## src/iefs_pkg.sv

```systemverilog
// Constants, register map and carrier types of the intermittent earth fault stage
package iefs_pkg;

	// ------------------------------------------------------------
	// Timing
	// ------------------------------------------------------------
	localparam int CLK_HZ          = 250_000_000;
	localparam int TICK_MS         = 10;
	localparam int TICK_CYC        = CLK_HZ / 1000 * TICK_MS;
	localparam int FORCE_TMO_S     = 300;
	localparam logic [15:0] FORCE_TICKS = 16'(FORCE_TMO_S * 1000 / TICK_MS);
	localparam int PEAK_GAP_MS     = 10;
	localparam logic [15:0] PEAK_TICKS  = 16'(PEAK_GAP_MS / TICK_MS);

	// ------------------------------------------------------------
	// Setting limits, in ticks or peaks
	// ------------------------------------------------------------
	localparam int MAX_MS          = 300_000;
	localparam logic [15:0] T_MAX       = 16'(MAX_MS / TICK_MS);
	localparam int TDLY_MIN_MS     = 20;
	localparam logic [15:0] TDLY_MIN    = 16'(TDLY_MIN_MS / TICK_MS);
	localparam int INT_MIN_MS      = 10;
	localparam logic [15:0] INT_MIN     = 16'(INT_MIN_MS / TICK_MS);
	localparam int RST_MIN_MS      = 60;
	localparam logic [15:0] RST_MIN     = 16'(RST_MIN_MS / TICK_MS);
	localparam logic [31:0] PEAKS_MIN   = 32'h0000_0001;
	localparam logic [31:0] PEAKS_MAX   = 32'h0000_0014;
	localparam logic [15:0] IO_PICKUP   = 16'h0100;
	localparam logic [7:0]  PCT_FULL    = 8'h64;

	// ------------------------------------------------------------
	// Register map (byte addresses)
	// ------------------------------------------------------------
	localparam int ADDR_W          = 10;
	localparam logic [9:0] A_CTRL       = 10'h000;
	localparam logic [9:0] A_STAT       = 10'h004;
	localparam logic [9:0] A_SCNT       = 10'h008;
	localparam logic [9:0] A_TCNT       = 10'h00c;
	localparam logic [2:0] GRP_PAGE     = 3'h1;
	localparam logic [1:0] REC_PAGE     = 2'h1;
	localparam logic [2:0] F_TDLY       = 3'h0;
	localparam logic [2:0] F_PEAKS      = 3'h1;
	localparam logic [2:0] F_INT        = 3'h2;
	localparam logic [2:0] F_RST        = 3'h3;
	localparam logic [2:0] F_UOPK       = 3'h4;
	localparam logic [2:0] F_DIR        = 3'h5;
	localparam logic [2:0] R_STAMP      = 3'h0;
	localparam logic [2:0] R_MAXIO      = 3'h1;
	localparam logic [2:0] R_MAXUO      = 3'h2;
	localparam logic [2:0] R_ELAPSED_DELAY_PCT       = 3'h3;
	localparam logic [2:0] R_GRP        = 3'h4;
	localparam logic [2:0] R_FWD        = 3'h5;
	localparam logic [2:0] R_REV        = 3'h6;

	// Control bits
	localparam int C_FORCE  = 0;
	localparam int C_GSRC   = 1;
	localparam int C_GRP_LO = 2;
	localparam int C_CLRS   = 4;
	localparam int C_CLRT   = 5;
	localparam int C_CLRE   = 6;
	localparam int C_FSTART = 8;
	localparam int C_FTRIP  = 9;

	// ------------------------------------------------------------
	// Types
	// ------------------------------------------------------------
	typedef struct packed {
		logic [15:0] tdly;
		logic [4:0]  peaks;
		logic [15:0] intrmt;
		logic [15:0] rst;
		logic [15:0] uo_pk;
		logic        dir_rev;
	} iefs_set_t;

	typedef struct packed {
		logic [31:0] stamp;
		logic [15:0] max_io;
		logic [15:0] max_uo;
		logic [7:0]  elapsed_delay_pct;
		logic [1:0]  grp;
		logic [7:0]  fwd;
		logic [7:0]  rev;
	} iefs_rec_t;

	typedef enum logic [1:0] {
		ST_IDLE = 2'b00,
		ST_RUN  = 2'b01,
		ST_TRIP = 2'b11,
		ST_HOLD = 2'b10
	} iefs_state_t;

	localparam iefs_set_t SET_RST = '{tdly: 16'h0010, peaks: 5'h02, intrmt: 16'h0014,
		rst: 16'h0006, uo_pk: 16'h0800, dir_rev: 1'b0};
	localparam iefs_rec_t REC_RST = '0;

endpackage

```

## src/iefs_stage.sv

```systemverilog
// Trip-decision logic of the intermittent transient earth fault stage
//
// Behaviour
// RULE1: trip needs delay, peaks and window together
// RULE2: delay starts at first peak; peaks counted
// RULE3: peaks met, delay expires: trip then
// RULE4: delay expired, peaks short: wait window
// RULE5: late last peak inside window trips instantly
// RULE6: window expires before delay: release, no trip
// RULE7: new peak in window resumes delay count
// RULE8: reset delay holds start after release
// RULE9: peak count setting 1 to 20
// RULE10: operate delay 0.02 to 300 s
// RULE11: intermittent time 0.01 to 300 s
// RULE12: reject delay below peaks times 10 ms
// RULE13: peak must exceed fundamental peak
// RULE14: start output usable as blocking input
// RULE15: block input stops start and trip
// RULE16: status and clearable start/trip counters
// RULE17: four setting groups, manual or external
// RULE18: force flag clears after five minutes
// RULE19: direction mode selects counted peak direction
// RULE20: record latest eight faults with details
// RULE21: elapsed delay as percent, trip 100
// RULE22: fixed pickup level detects a peak
// RULE23: operating peak needs voltage and direction
// RULE24: timers count 10 ms ticks
`timescale 1ns/1ps
module iefs_stage
	import iefs_pkg::*;
#(
	parameter int TICK_CYCLES = TICK_CYC
) (
	// Clock and reset
	input  wire logic               clk_i,
	input  wire logic               srst_i,
	// Register port
	input  wire logic [ADDR_W-1:0]  addr_i,
	input  wire logic [31:0]        wdata_i,
	input  wire logic               wr_i,
	input  wire logic               rd_i,
	output logic      [31:0]        rdata_o,
	// Sample front end
	input  wire logic               smp_vld_i,
	input  wire logic signed [15:0] io_smp_i,
	input  wire logic [15:0]        io_fund_pk_i,
	input  wire logic [15:0]        uo_i,
	input  wire logic               dir_fwd_i,
	input  wire logic [31:0]        rtc_i,
	// External control
	input  wire logic               block_i,
	input  wire logic [1:0]         grp_ext_i,
	// Stage outputs
	output logic                    start_o,
	output logic                    trip_o
);

	// ------------------------------------------------------------
	// Declarations
	// ------------------------------------------------------------
	iefs_set_t   grp_set_r [4];
	iefs_rec_t   rec_r [8];
	iefs_state_t st_r, st_nxt;
	logic [23:0] tick_cnt_r;
	logic        tick;
	logic [15:0] op_cnt_r, int_cnt_r, rst_cnt_r, scnt_r, tcnt_r, frc_cnt_r;
	logic [4:0]  pk_cnt_r;
	logic [15:0] max_io_r, max_uo_r;
	logic [7:0]  fwd_r, rev_r;
	logic [31:0] stamp_r;
	logic [2:0]  wp_r;
	logic        trip_r, err_r, force_r, gsrc_r, fstart_r, ftrip_r, blk_r;
	logic [1:0]  gman_r;
	logic [31:0] rdata_nxt;

	// ------------------------------------------------------------
	// Group select and peak qualification
	// ------------------------------------------------------------
	wire logic [1:0]  act_grp = gsrc_r ? grp_ext_i : gman_r;
	wire iefs_set_t   as      = grp_set_r[act_grp];
	wire logic [15:0] io_abs  = io_smp_i[15] ? 16'(-io_smp_i) : 16'(io_smp_i);
	// RULE22 fixed pickup, RULE13 above fundamental peak
	wire logic peak_det = smp_vld_i && (io_abs > IO_PICKUP) && (io_abs > io_fund_pk_i);
	wire logic uo_ok    = uo_i > as.uo_pk;
	// RULE23 voltage and direction gate, RULE19 direction mode
	wire logic qual     = peak_det && uo_ok && (dir_fwd_i ^ as.dir_rev);
	wire logic op_done  = op_cnt_r >= as.tdly;
	wire logic peak_ok  = pk_cnt_r >= as.peaks;
	wire logic int_done = int_cnt_r >= as.intrmt;
	wire logic rst_done = rst_cnt_r >= as.rst;
	wire logic in_ep    = st_r != ST_IDLE;
	wire logic ep_end   = (st_r == ST_HOLD) && (st_nxt == ST_IDLE);

	// ------------------------------------------------------------
	// Tick base
	// ------------------------------------------------------------
	// RULE24 10 ms tick
	assign tick = tick_cnt_r == 24'(TICK_CYCLES - 1);
	always_ff @(posedge clk_i) begin
		if (srst_i || tick) tick_cnt_r <= '0;
		else tick_cnt_r <= tick_cnt_r + 24'h1;
	end

	// ------------------------------------------------------------
	// Episode state machine
	// ------------------------------------------------------------
	always_comb begin
		st_nxt = st_r;
		case (st_r)
			ST_IDLE: begin
				// RULE2 first peak starts episode
				if (qual) st_nxt = ST_RUN;
			end
			ST_RUN: begin
				// RULE1 RULE3 RULE5 all criteria together
				if (op_done && peak_ok) st_nxt = ST_TRIP;
				// RULE4 RULE6 window ran out
				else if (int_done) st_nxt = ST_HOLD;
			end
			ST_TRIP: begin
				if (int_done) st_nxt = ST_HOLD;
			end
			ST_HOLD: begin
				// RULE7 peak resumes the episode
				if (qual) st_nxt = ST_RUN;
				// RULE8 release only after reset delay
				else if (rst_done) st_nxt = ST_IDLE;
			end
			default: st_nxt = ST_IDLE;
		endcase
		// RULE15 blocked stage stays idle
		if (block_i) st_nxt = ST_IDLE;
	end

	always_ff @(posedge clk_i) begin
		if (srst_i) begin
			st_r   <= ST_IDLE;
			trip_r <= 1'b0;
		end else begin
			st_r   <= st_nxt;
			trip_r <= (st_nxt == ST_TRIP) || (trip_r && st_nxt != ST_IDLE);
		end
	end

	// ------------------------------------------------------------
	// Episode timers and counters
	// ------------------------------------------------------------
	always_ff @(posedge clk_i) begin
		if (srst_i || st_nxt == ST_IDLE) begin
			op_cnt_r  <= '0;
			int_cnt_r <= '0;
			rst_cnt_r <= '0;
			pk_cnt_r  <= '0;
		end else begin
			// RULE2 RULE7 delay accumulates across peaks
			if (st_r == ST_RUN && tick && !op_done) op_cnt_r <= op_cnt_r + 16'h1;
			if (qual) int_cnt_r <= '0;
			else if (st_r != ST_HOLD && tick && !int_done) int_cnt_r <= int_cnt_r + 16'h1;
			if (st_r != ST_HOLD) rst_cnt_r <= '0;
			else if (tick && !rst_done) rst_cnt_r <= rst_cnt_r + 16'h1;
			if (qual && pk_cnt_r != 5'h1f) pk_cnt_r <= pk_cnt_r + 5'h1;
		end
	end

	// Fault capture for the recorder
	always_ff @(posedge clk_i) begin
		if (srst_i || (!in_ep && !qual)) begin
			max_io_r <= '0;
			max_uo_r <= '0;
			fwd_r    <= '0;
			rev_r    <= '0;
		end else if (peak_det && uo_ok) begin
			if (io_abs > max_io_r) max_io_r <= io_abs;
			if (uo_i > max_uo_r) max_uo_r <= uo_i;
			if (dir_fwd_i && fwd_r != 8'hff) fwd_r <= fwd_r + 8'h1;
			if (!dir_fwd_i && rev_r != 8'hff) rev_r <= rev_r + 8'h1;
		end
	end

	always_ff @(posedge clk_i) begin
		if (srst_i) stamp_r <= '0;
		else if (!in_ep && qual) stamp_r <= rtc_i;
	end

	// ------------------------------------------------------------
	// Fault recorder
	// ------------------------------------------------------------
	// RULE21 percent of operate delay, trip reads full
	wire logic [22:0] elapsed_delay_pct_q = ({7'h0, op_cnt_r} * 23'd100) / {7'h0, as.tdly};
	wire logic [7:0]  elapsed_delay_pct_w = (trip_r || elapsed_delay_pct_q >= 23'(PCT_FULL)) ? PCT_FULL : elapsed_delay_pct_q[7:0];
	wire iefs_rec_t   rec_w  = '{stamp: stamp_r, max_io: max_io_r, max_uo: max_uo_r,
		elapsed_delay_pct: elapsed_delay_pct_w, grp: act_grp, fwd: fwd_r, rev: rev_r};

	// RULE20 ring of eight latest faults
	generate
		for (genvar e = 0; e < 8; e++) begin : g_rec
			always_ff @(posedge clk_i) begin
				if (srst_i) rec_r[e] <= REC_RST;
				else if (ep_end && wp_r == 3'(e)) rec_r[e] <= rec_w;
			end
		end
	endgenerate

	always_ff @(posedge clk_i) begin
		if (srst_i) wp_r <= '0;
		else if (ep_end) wp_r <= wp_r + 3'h1;
	end

	// ------------------------------------------------------------
	// Register writes
	// ------------------------------------------------------------
	wire logic       wr_ctrl = wr_i && (addr_i == A_CTRL);
	wire logic       wr_grp  = wr_i && (addr_i[9:7] == GRP_PAGE);
	wire logic [1:0] wg      = addr_i[6:5];
	wire logic [2:0] wf      = addr_i[4:2];
	wire iefs_set_t  cur     = grp_set_r[wg];
	wire logic [15:0] val    = wdata_i[15:0];
	wire logic       hi_zero = wdata_i[31:16] == 16'h0;
	// RULE10 RULE12 delay range and peak spacing
	wire logic ok_tdly  = hi_zero && val >= TDLY_MIN && val <= T_MAX
		&& val >= 16'({11'h0, cur.peaks} * PEAK_TICKS);
	// RULE9 RULE12 peak count range and spacing
	wire logic ok_peaks = wdata_i >= PEAKS_MIN && wdata_i <= PEAKS_MAX
		&& cur.tdly >= 16'({11'h0, wdata_i[4:0]} * PEAK_TICKS);
	// RULE11 intermittent time range
	wire logic ok_int   = hi_zero && val >= INT_MIN && val <= T_MAX;
	// RULE8 reset delay range
	wire logic ok_rst   = hi_zero && val >= RST_MIN && val <= T_MAX;
	wire logic f_ok     = (wf == F_TDLY) ? ok_tdly : (wf == F_PEAKS) ? ok_peaks :
		(wf == F_INT) ? ok_int : (wf == F_RST) ? ok_rst : 1'b1;
	wire logic f_known  = wf <= F_DIR;
	wire logic wr_bad   = wr_grp && f_known && !f_ok;

	// RULE17 four setting groups
	generate
		for (genvar g = 0; g < 4; g++) begin : g_grp
			always_ff @(posedge clk_i) begin
				if (srst_i) begin
					grp_set_r[g] <= SET_RST;
				end else if (wr_grp && f_ok && wg == 2'(g)) begin
					case (wf)
						F_TDLY:  grp_set_r[g].tdly    <= val;
						F_PEAKS: grp_set_r[g].peaks   <= wdata_i[4:0];
						F_INT:   grp_set_r[g].intrmt  <= val;
						F_RST:   grp_set_r[g].rst     <= val;
						F_UOPK:  grp_set_r[g].uo_pk   <= val;
						F_DIR:   grp_set_r[g].dir_rev <= wdata_i[0];
						default: grp_set_r[g] <= grp_set_r[g];
					endcase
				end
			end
		end
	endgenerate

	always_ff @(posedge clk_i) begin
		if (srst_i) begin
			gsrc_r   <= 1'b0;
			gman_r   <= '0;
			fstart_r <= 1'b0;
			ftrip_r  <= 1'b0;
			err_r    <= 1'b0;
		end else begin
			if (wr_ctrl) begin
				gsrc_r   <= wdata_i[C_GSRC];
				gman_r   <= wdata_i[C_GRP_LO +: 2];
				fstart_r <= wdata_i[C_FSTART];
				ftrip_r  <= wdata_i[C_FTRIP];
			end
			// Rejection sets win over a clear in the same cycle
			if (wr_bad) err_r <= 1'b1;
			else if (wr_ctrl && wdata_i[C_CLRE]) err_r <= 1'b0;
		end
	end

	// RULE18 force flag with timeout
	always_ff @(posedge clk_i) begin
		if (srst_i) begin
			force_r   <= 1'b0;
			frc_cnt_r <= '0;
		end else if (wr_ctrl) begin
			force_r   <= wdata_i[C_FORCE];
			frc_cnt_r <= '0;
		end else if (force_r && frc_cnt_r >= FORCE_TICKS) begin
			force_r   <= 1'b0;
		end else if (force_r && tick) begin
			frc_cnt_r <= frc_cnt_r + 16'h1;
		end
	end

	// RULE16 cumulative counters, clear keeps a same-cycle count
	wire logic s_evt = (st_r == ST_IDLE) && (st_nxt == ST_RUN);
	wire logic t_evt = (st_nxt == ST_TRIP) && !trip_r;
	always_ff @(posedge clk_i) begin
		if (srst_i) begin
			scnt_r <= '0;
			tcnt_r <= '0;
		end else begin
			if (wr_ctrl && wdata_i[C_CLRS]) scnt_r <= {15'h0, s_evt};
			else if (s_evt) scnt_r <= scnt_r + 16'h1;
			if (wr_ctrl && wdata_i[C_CLRT]) tcnt_r <= {15'h0, t_evt};
			else if (t_evt) tcnt_r <= tcnt_r + 16'h1;
		end
	end

	// ------------------------------------------------------------
	// Register reads
	// ------------------------------------------------------------
	wire iefs_rec_t rr = rec_r[addr_i[7:5]];
	wire logic [31:0] ctrl_rd = {22'h0, ftrip_r, fstart_r, 4'h0, gman_r, gsrc_r, force_r};
	// RULE16 blocked, started, tripped status
	wire logic [31:0] stat_rd = {24'h0, err_r, force_r, act_grp, 1'b0, trip_r, in_ep, blk_r};
	always_comb begin
		rdata_nxt = '0;
		if (addr_i == A_CTRL) rdata_nxt = ctrl_rd;
		else if (addr_i == A_STAT) rdata_nxt = stat_rd;
		else if (addr_i == A_SCNT) rdata_nxt = {16'h0, scnt_r};
		else if (addr_i == A_TCNT) rdata_nxt = {16'h0, tcnt_r};
		else if (addr_i[9:7] == GRP_PAGE && wf == F_TDLY) rdata_nxt = {16'h0, cur.tdly};
		else if (addr_i[9:7] == GRP_PAGE && wf == F_PEAKS) rdata_nxt = {27'h0, cur.peaks};
		else if (addr_i[9:7] == GRP_PAGE && wf == F_INT) rdata_nxt = {16'h0, cur.intrmt};
		else if (addr_i[9:7] == GRP_PAGE && wf == F_RST) rdata_nxt = {16'h0, cur.rst};
		else if (addr_i[9:7] == GRP_PAGE && wf == F_UOPK) rdata_nxt = {16'h0, cur.uo_pk};
		else if (addr_i[9:7] == GRP_PAGE && wf == F_DIR) rdata_nxt = {31'h0, cur.dir_rev};
		else if (addr_i[9:8] == REC_PAGE && wf == R_STAMP) rdata_nxt = rr.stamp;
		else if (addr_i[9:8] == REC_PAGE && wf == R_MAXIO) rdata_nxt = {16'h0, rr.max_io};
		else if (addr_i[9:8] == REC_PAGE && wf == R_MAXUO) rdata_nxt = {16'h0, rr.max_uo};
		else if (addr_i[9:8] == REC_PAGE && wf == R_ELAPSED_DELAY_PCT) rdata_nxt = {24'h0, rr.elapsed_delay_pct};
		else if (addr_i[9:8] == REC_PAGE && wf == R_GRP) rdata_nxt = {30'h0, rr.grp};
		else if (addr_i[9:8] == REC_PAGE && wf == R_FWD) rdata_nxt = {24'h0, rr.fwd};
		else if (addr_i[9:8] == REC_PAGE && wf == R_REV) rdata_nxt = {24'h0, rr.rev};
	end

	// ------------------------------------------------------------
	// Output flops
	// ------------------------------------------------------------
	always_ff @(posedge clk_i) begin
		if (srst_i) begin
			rdata_o <= '0;
			start_o <= 1'b0;
			trip_o  <= 1'b0;
			blk_r   <= 1'b0;
		end else begin
			rdata_o <= rd_i ? rdata_nxt : 32'h0;
			blk_r   <= block_i;
			// RULE14 start drives other stages' block inputs
			start_o <= !block_i && ((st_nxt != ST_IDLE) || (force_r && fstart_r));
			// RULE15 block wins over forcing too
			trip_o  <= !block_i && ((st_nxt == ST_TRIP) || (trip_r && st_nxt != ST_IDLE)
				|| (force_r && ftrip_r));
		end
	end
endmodule // iefs_stage

```

## config.mk

```make
export PLATFORM = sky130hd
export DESIGN_NAME = iefs_stage
export DESIGN_NICKNAME = d
export VERILOG_FILES = /design/src/iefs_pkg.sv /design/src/iefs_stage.sv
export SDC_FILE = /design/constraint.sdc
export NUM_CORES = 2
export LEC_CHECK = 0
export ABC_AREA = 1
export BUFFER_PORTS_ARGS = -buffer_cell sky130_fd_sc_hd__buf_2
export CORE_ASPECT_RATIO = 0.75
export CORE_MARGIN = 5
export CORE_UTILIZATION = 35
export DETAILED_ROUTE_END_ITERATION = 8
export GPL_TIMING_DRIVEN = 1
export REMOVE_ABC_BUFFERS = 1
export SYNTH_ARGS = -nofsm -noshare
export SYNTH_HDL_FRONTEND = slang
export SYNTH_SLANG_ARGS = --single-unit
```

## constraint.sdc

```tcl
create_clock -name clk_i -period 60.2 [get_ports clk_i]
set_input_delay 3.01 -clock clk_i [delete_from_list [all_inputs] [get_ports clk_i]]
set_output_delay 3.01 -clock clk_i [all_outputs]
set_load 0.01 [all_outputs]
```

# Word-level counts from Yosys, hierarchy flattened
# Memory sizes are Yosys's and may differ from the RTL's.
# Index checks and enable logic that the tools add are counted.
# op_classes
n_addsub	12
reduce_logical	115
multipliers	1
n_eq_ne	35
magnitude_cmp	20
mux	212
n_div	1
bitwise	59
# op_table
op	n
$mux 90	8
$mux 16	43
$mux 1	137
$add 16x1->16 const B	6
$logic_and 1x1->1	67
$gt 16x16->1	4
$or 1x1->1	56
$ge 16x16->1	3
$mux 5	8
$mux 8	5
$ge 16x5->1	2
$ge 32x1->1 const B	1
$le 32x5->1 const B	1
$mux 32	1
$add 24x1->24 const B	1
$eq 24x22->1 const B	1
$div 23x16->23	1
$ge 23x7->1 const B	1
$eq 3x3->1 const B	7
$mul 16x5->21 const B	1
$eq 10x4->1 const B	2
$mux 10	2
$reduce_and 2->1	9
$add 8x1->8 const B	2
36 further kinds	86
# totals
inputBits	131
reg_bits	253
word_cells	488
ram_bits	1000
mem_count	2
out_inout_bits	34
# mem_list
memory	words	word_bits	rd	rd_ports_with_merged_regs	wr	line_no	rtl
rec_r	8	90	1	0	8	iefs_stage.sv:62	iefs_rec_t rec_r [8];
grp_set_r	4	70	2	0	4	iefs_stage.sv:61	iefs_set_t grp_set_r [4];

# Longest topological paths before layout
# depth
ltp_word	19
ltp_mapped	394
depth_no_buf	366

# Worst setup path after synthesis
# Ideal clock, no wire load.
# synth_timing
path_kind	input to register
start	input port grp_ext_i[1]
end	memory rec_r[1][18] in the netlist's numbering (data pin)
stages	368
n_path_buf	32
setup_time_ns	0.264
t_required_ns	59.936
setup_slack_ns	9.585
t_arrival_ns	50.352
cell_sequence	nand2_1 o21ai_2 buf_6 buf_12 o21ai_0 o21bai_1 nand2_1 inv_1 ha_1 nand3_2 nor2_1 nand3_2 nor2_2 nand3_2 nand2_4 buf_12 buf_12 o21ai_0 [... 332 more ...] inv_8 buf_4 o21ai_1 ha_1 nand2_1 inv_1 o21ai_0 nand2_1 o21ai_0 o311ai_0 a21oi_1 o21ai_1 nor2_1 nand2_1 nor2_1 nand2_1 nor2_4 nor3_1
# synth_rtl
element	line_no	rtl
start: declaration	iefs_stage.sv:52	input wire logic [1:0] grp_ext_i,
end: declaration	iefs_stage.sv:62	

==> out/metrics.csv <==
metric;value;unit
area post-placement;0.0820;mm²
synthesized area;0.0788;mm²
Ys Warns;0;
Fmax;18.1;MHz
Unique masters post-synth;92;
DP Cell Count;12100;
wire per inst;21.4;µm
Initial Util;35.3;%
Routed Antenna Nets;0;
CTS buffer count;139;
final count of hold timing violations;0;
register area;0.0351;mm²
Seq/Total Area, Yosys;44.5;%
largest net degree at the start of global routing;110;
CTS H-tree lvls;4;
FP Rows;150;
drt first-iter violations;7247;
crit end category;flip-flop;
fraction of layout cells with a size suffix above 1;10.3;%
Worst VDD drop;0.0000290;V
Multi-input gate area;0.0381;mm²
CTS tree;yes;
Die Span Y;421;µm
synthesized flop and latch total;1253;
vias in the first global route;64400;
die area;0.235;mm²
Nets;9921;
IO buf count;164;
hold_ws;0.457;ns
arrival time worst endpoint;55.76;ns
utilization after layout;39.0;%
measured slew at the worst slew-check pin;1.24;ns
maximum clock insertion buffer count;3;
run status;complete, no violations;
clock sink total;1253;
post-layout min period;55.30;ns
core area;0.223;mm²
synthesized area per cell;8.47;µm²
Synth-to-Final Area Change;10.4;%
most frequent CP cell;nand2_1;
setup TNS;0;ns
Placer Congestion;0.949;
TritonRoute pass-1 iters;6;
Avg Vias per Cell;5.47;
initial antenna violation count;6;
worst slack at placement;0.487;ns
Pins Over Slew Limit;0;
global-route wire length before repair;395000;µm
slowest stage delay, CP;0.42;ns
Worst EP required;60.66;ns
max_cap viols;0;
CTS root buf;clkbuf_16;
Residual DRC;0;
Vias;68000;
Clock transition at path regs;0.06;ns
slowest CP cell;nor4_1;
Syn Inst Count;9305;
Post-Layout Cell Count;12400;
Total Wirelength;265000;µm
GR Overflow Total;0;
worst clock skew;0.0434;ns
Final WS setup;4.90;ns
Tcrit/Tclk final;91.9;%
Pwr Total;2.29;mW
Die X-Extent;558;µm
number of enable flip-flop cells after synthesis;1000;
worst min-delay path category;reg -> reg;
Tot GR Track Use;21.5;%
io pins;165;
post-route cell area;0.0870;mm²
worst-skew pair later-pin latency;0.78;ns
Leakage;35.1;nW
endpoints failing setup;0;
Async SR Flop Fraction;0;%
startpoint types;primary input;
# fillers;22400;
Post-CTS Hold Buffers;0;
Worst Path Class, Setup;in -> reg;
pwr dens;26.3;mW/mm²
critical path fanouts, max;32;
main flop type after synthesis;edfxtp_1;
dpl hpwl;171000;µm
Relative slew margins;17.4;%
-- layout make-up --
type	count	area share, %
timing repair buffer	258	1.80
timing repair inverter	4	0.0259
clock inverter	60	0.788
inverter	983	4.46
tap	2964	4.26
antenna	4	0.0115
clock buffer	198	4.48
multi-input combinational	6691	43.8
sequential	1253	40.3
-- Yosys cell counts (all sizes together) (28+ instances only) --
master  number  area share (%)
o21a        31            0.30
clkbuf     301             1.7
o31ai       50            0.48
o21bai      41            0.39
a221oi      28            0.31
nand3      479             3.5
xor2       175             2.0
xnor2      109             1.2
nor3       167             1.1
a32o        31            0.39
o22ai      266             2.1
nand2     1582             8.4
o21ai      493             3.2
a22oi      142             1.4
a211oi      66            0.63
nand4      146             1.2
clkinv      69            0.34
buf        100            0.92
nor4        42            0.33
a21oi      544             3.5
inv        906             4.4
dfxtp      253             6.4
nor2      1608             8.1
ha         448             7.1
edfxtp    1000              38
-- layout by cell type, fill, tap and decap left out, drive strengths merged, types with 5 or more instances in the layout --
| cell | n |
|---|---|
| nor2 | 1609 |
| nand2 | 1584 |
| edfxtp | 1000 |
| inv | 912 |
| a21oi | 544 |
| o21ai | 493 |
| nand3 | 480 |
| ha | 448 |
| o22ai | 266 |
| buf | 258 |
| dfxtp | 253 |
| clkbuf | 198 |
| xor2 | 175 |
| nor3 | 167 |
| nand4 | 146 |
| a22oi | 142 |
| xnor2 | 109 |
| clkinv | 105 |
| a211oi | 66 |
| o31ai | 50 |
| nor4 | 42 |
| o21bai | 41 |
| a32o | 31 |
| o21a | 31 |
| a221oi | 28 |
| o211ai | 22 |
| a31oi | 22 |
| or2 | 22 |
| conb | 20 |
| nor3b | 19 |
| o221ai | 19 |
| nand3b | 18 |
| a21o | 17 |
| clkinvlp | 15 |
| bufinv | 15 |
| fa | 12 |
| o2111ai | 11 |
| a22o | 11 |
| a21boi | 5 |
| and2 | 5 |
-- worst max-delay path: cells and delay by family --
family                   cells  cell delay [ns]
buffers and inverters       58             6.59
AO/OA/AOI/OAI              106            18.20
AND/OR/NAND/NOR            142            18.85
XOR/XNOR                     6             1.06
adder cells (fa/ha/maj)     23             7.88
-- path summary, 6_finish.rpt --
kind                        end     startpoint  slack, ns  depth (start not counted)
setup reg to reg   rec_r[2][18]    op_cnt_r[1]       5.14                        343
hold / removal    frc_cnt_r[15]  frc_cnt_r[15]       0.46                          2
setup / recovery   rec_r[2][18]   grp_ext_i[1]       4.90                        335
hold reg to reg   frc_cnt_r[15]  frc_cnt_r[15]       0.46                          2
-- layer usage --
| metal | wire [µm] | vias to the layer above | global-route usage [%] | part of all wire [%] |
|---|---|---|---|---|
| li1 | - | 32100 | - | - |
| met1 | 115000 | 32500 | 29.9 | 44 |
| met2 | 120000 | 2830 | 34.6 | 45 |
| met3 | 20400 | 483 | 2.84 | 7.7 |
| met4 | 9140 | 0 | 7.08 | 3.4 |
| met5 | 0 | - | 0 | 0 |
-- cells by family after synthesis --
| group | Yosys count | synth area share [%] |
|---|---|---|
| AOI/OAI and AO/OA | 1826 | 14.0 |
| xor gates and xnor gates | 284 | 3.19 |
| adders and majority gates | 460 | 7.42 |
| buffers and inverters | 1384 | 7.54 |
| DFF | 1253 | 44.5 |
| other | 1 | 0.00476 |
| and+or+nand+nor | 4097 | 23.3 |
-- registers in the layout (all words and copies together), names as in the netlist, 24 cells and up --
name,flops
grp_set_r,280
rdata_o,32
rec_r,720
stamp_r,32
tick_cnt_r,24
-- where the power goes --
part / leakage, nW / switching, mW / internal (mW)
Sequential: 12.1 / 0.0106 / 0.961
Combinational: 20.8 / 0.311 / 0.150
Clock: 2.23 / 0.370 / 0.488
-- repair_timing --
| action | in CTS | in global routing |
|---|---|---|
| setup endpoints to repair | 0 | 56 |
| buffers inserted | 0 | 20 |
| resized for setup | 0 | 44 |
Note: power is estimated with default switching activity, not from simulation.
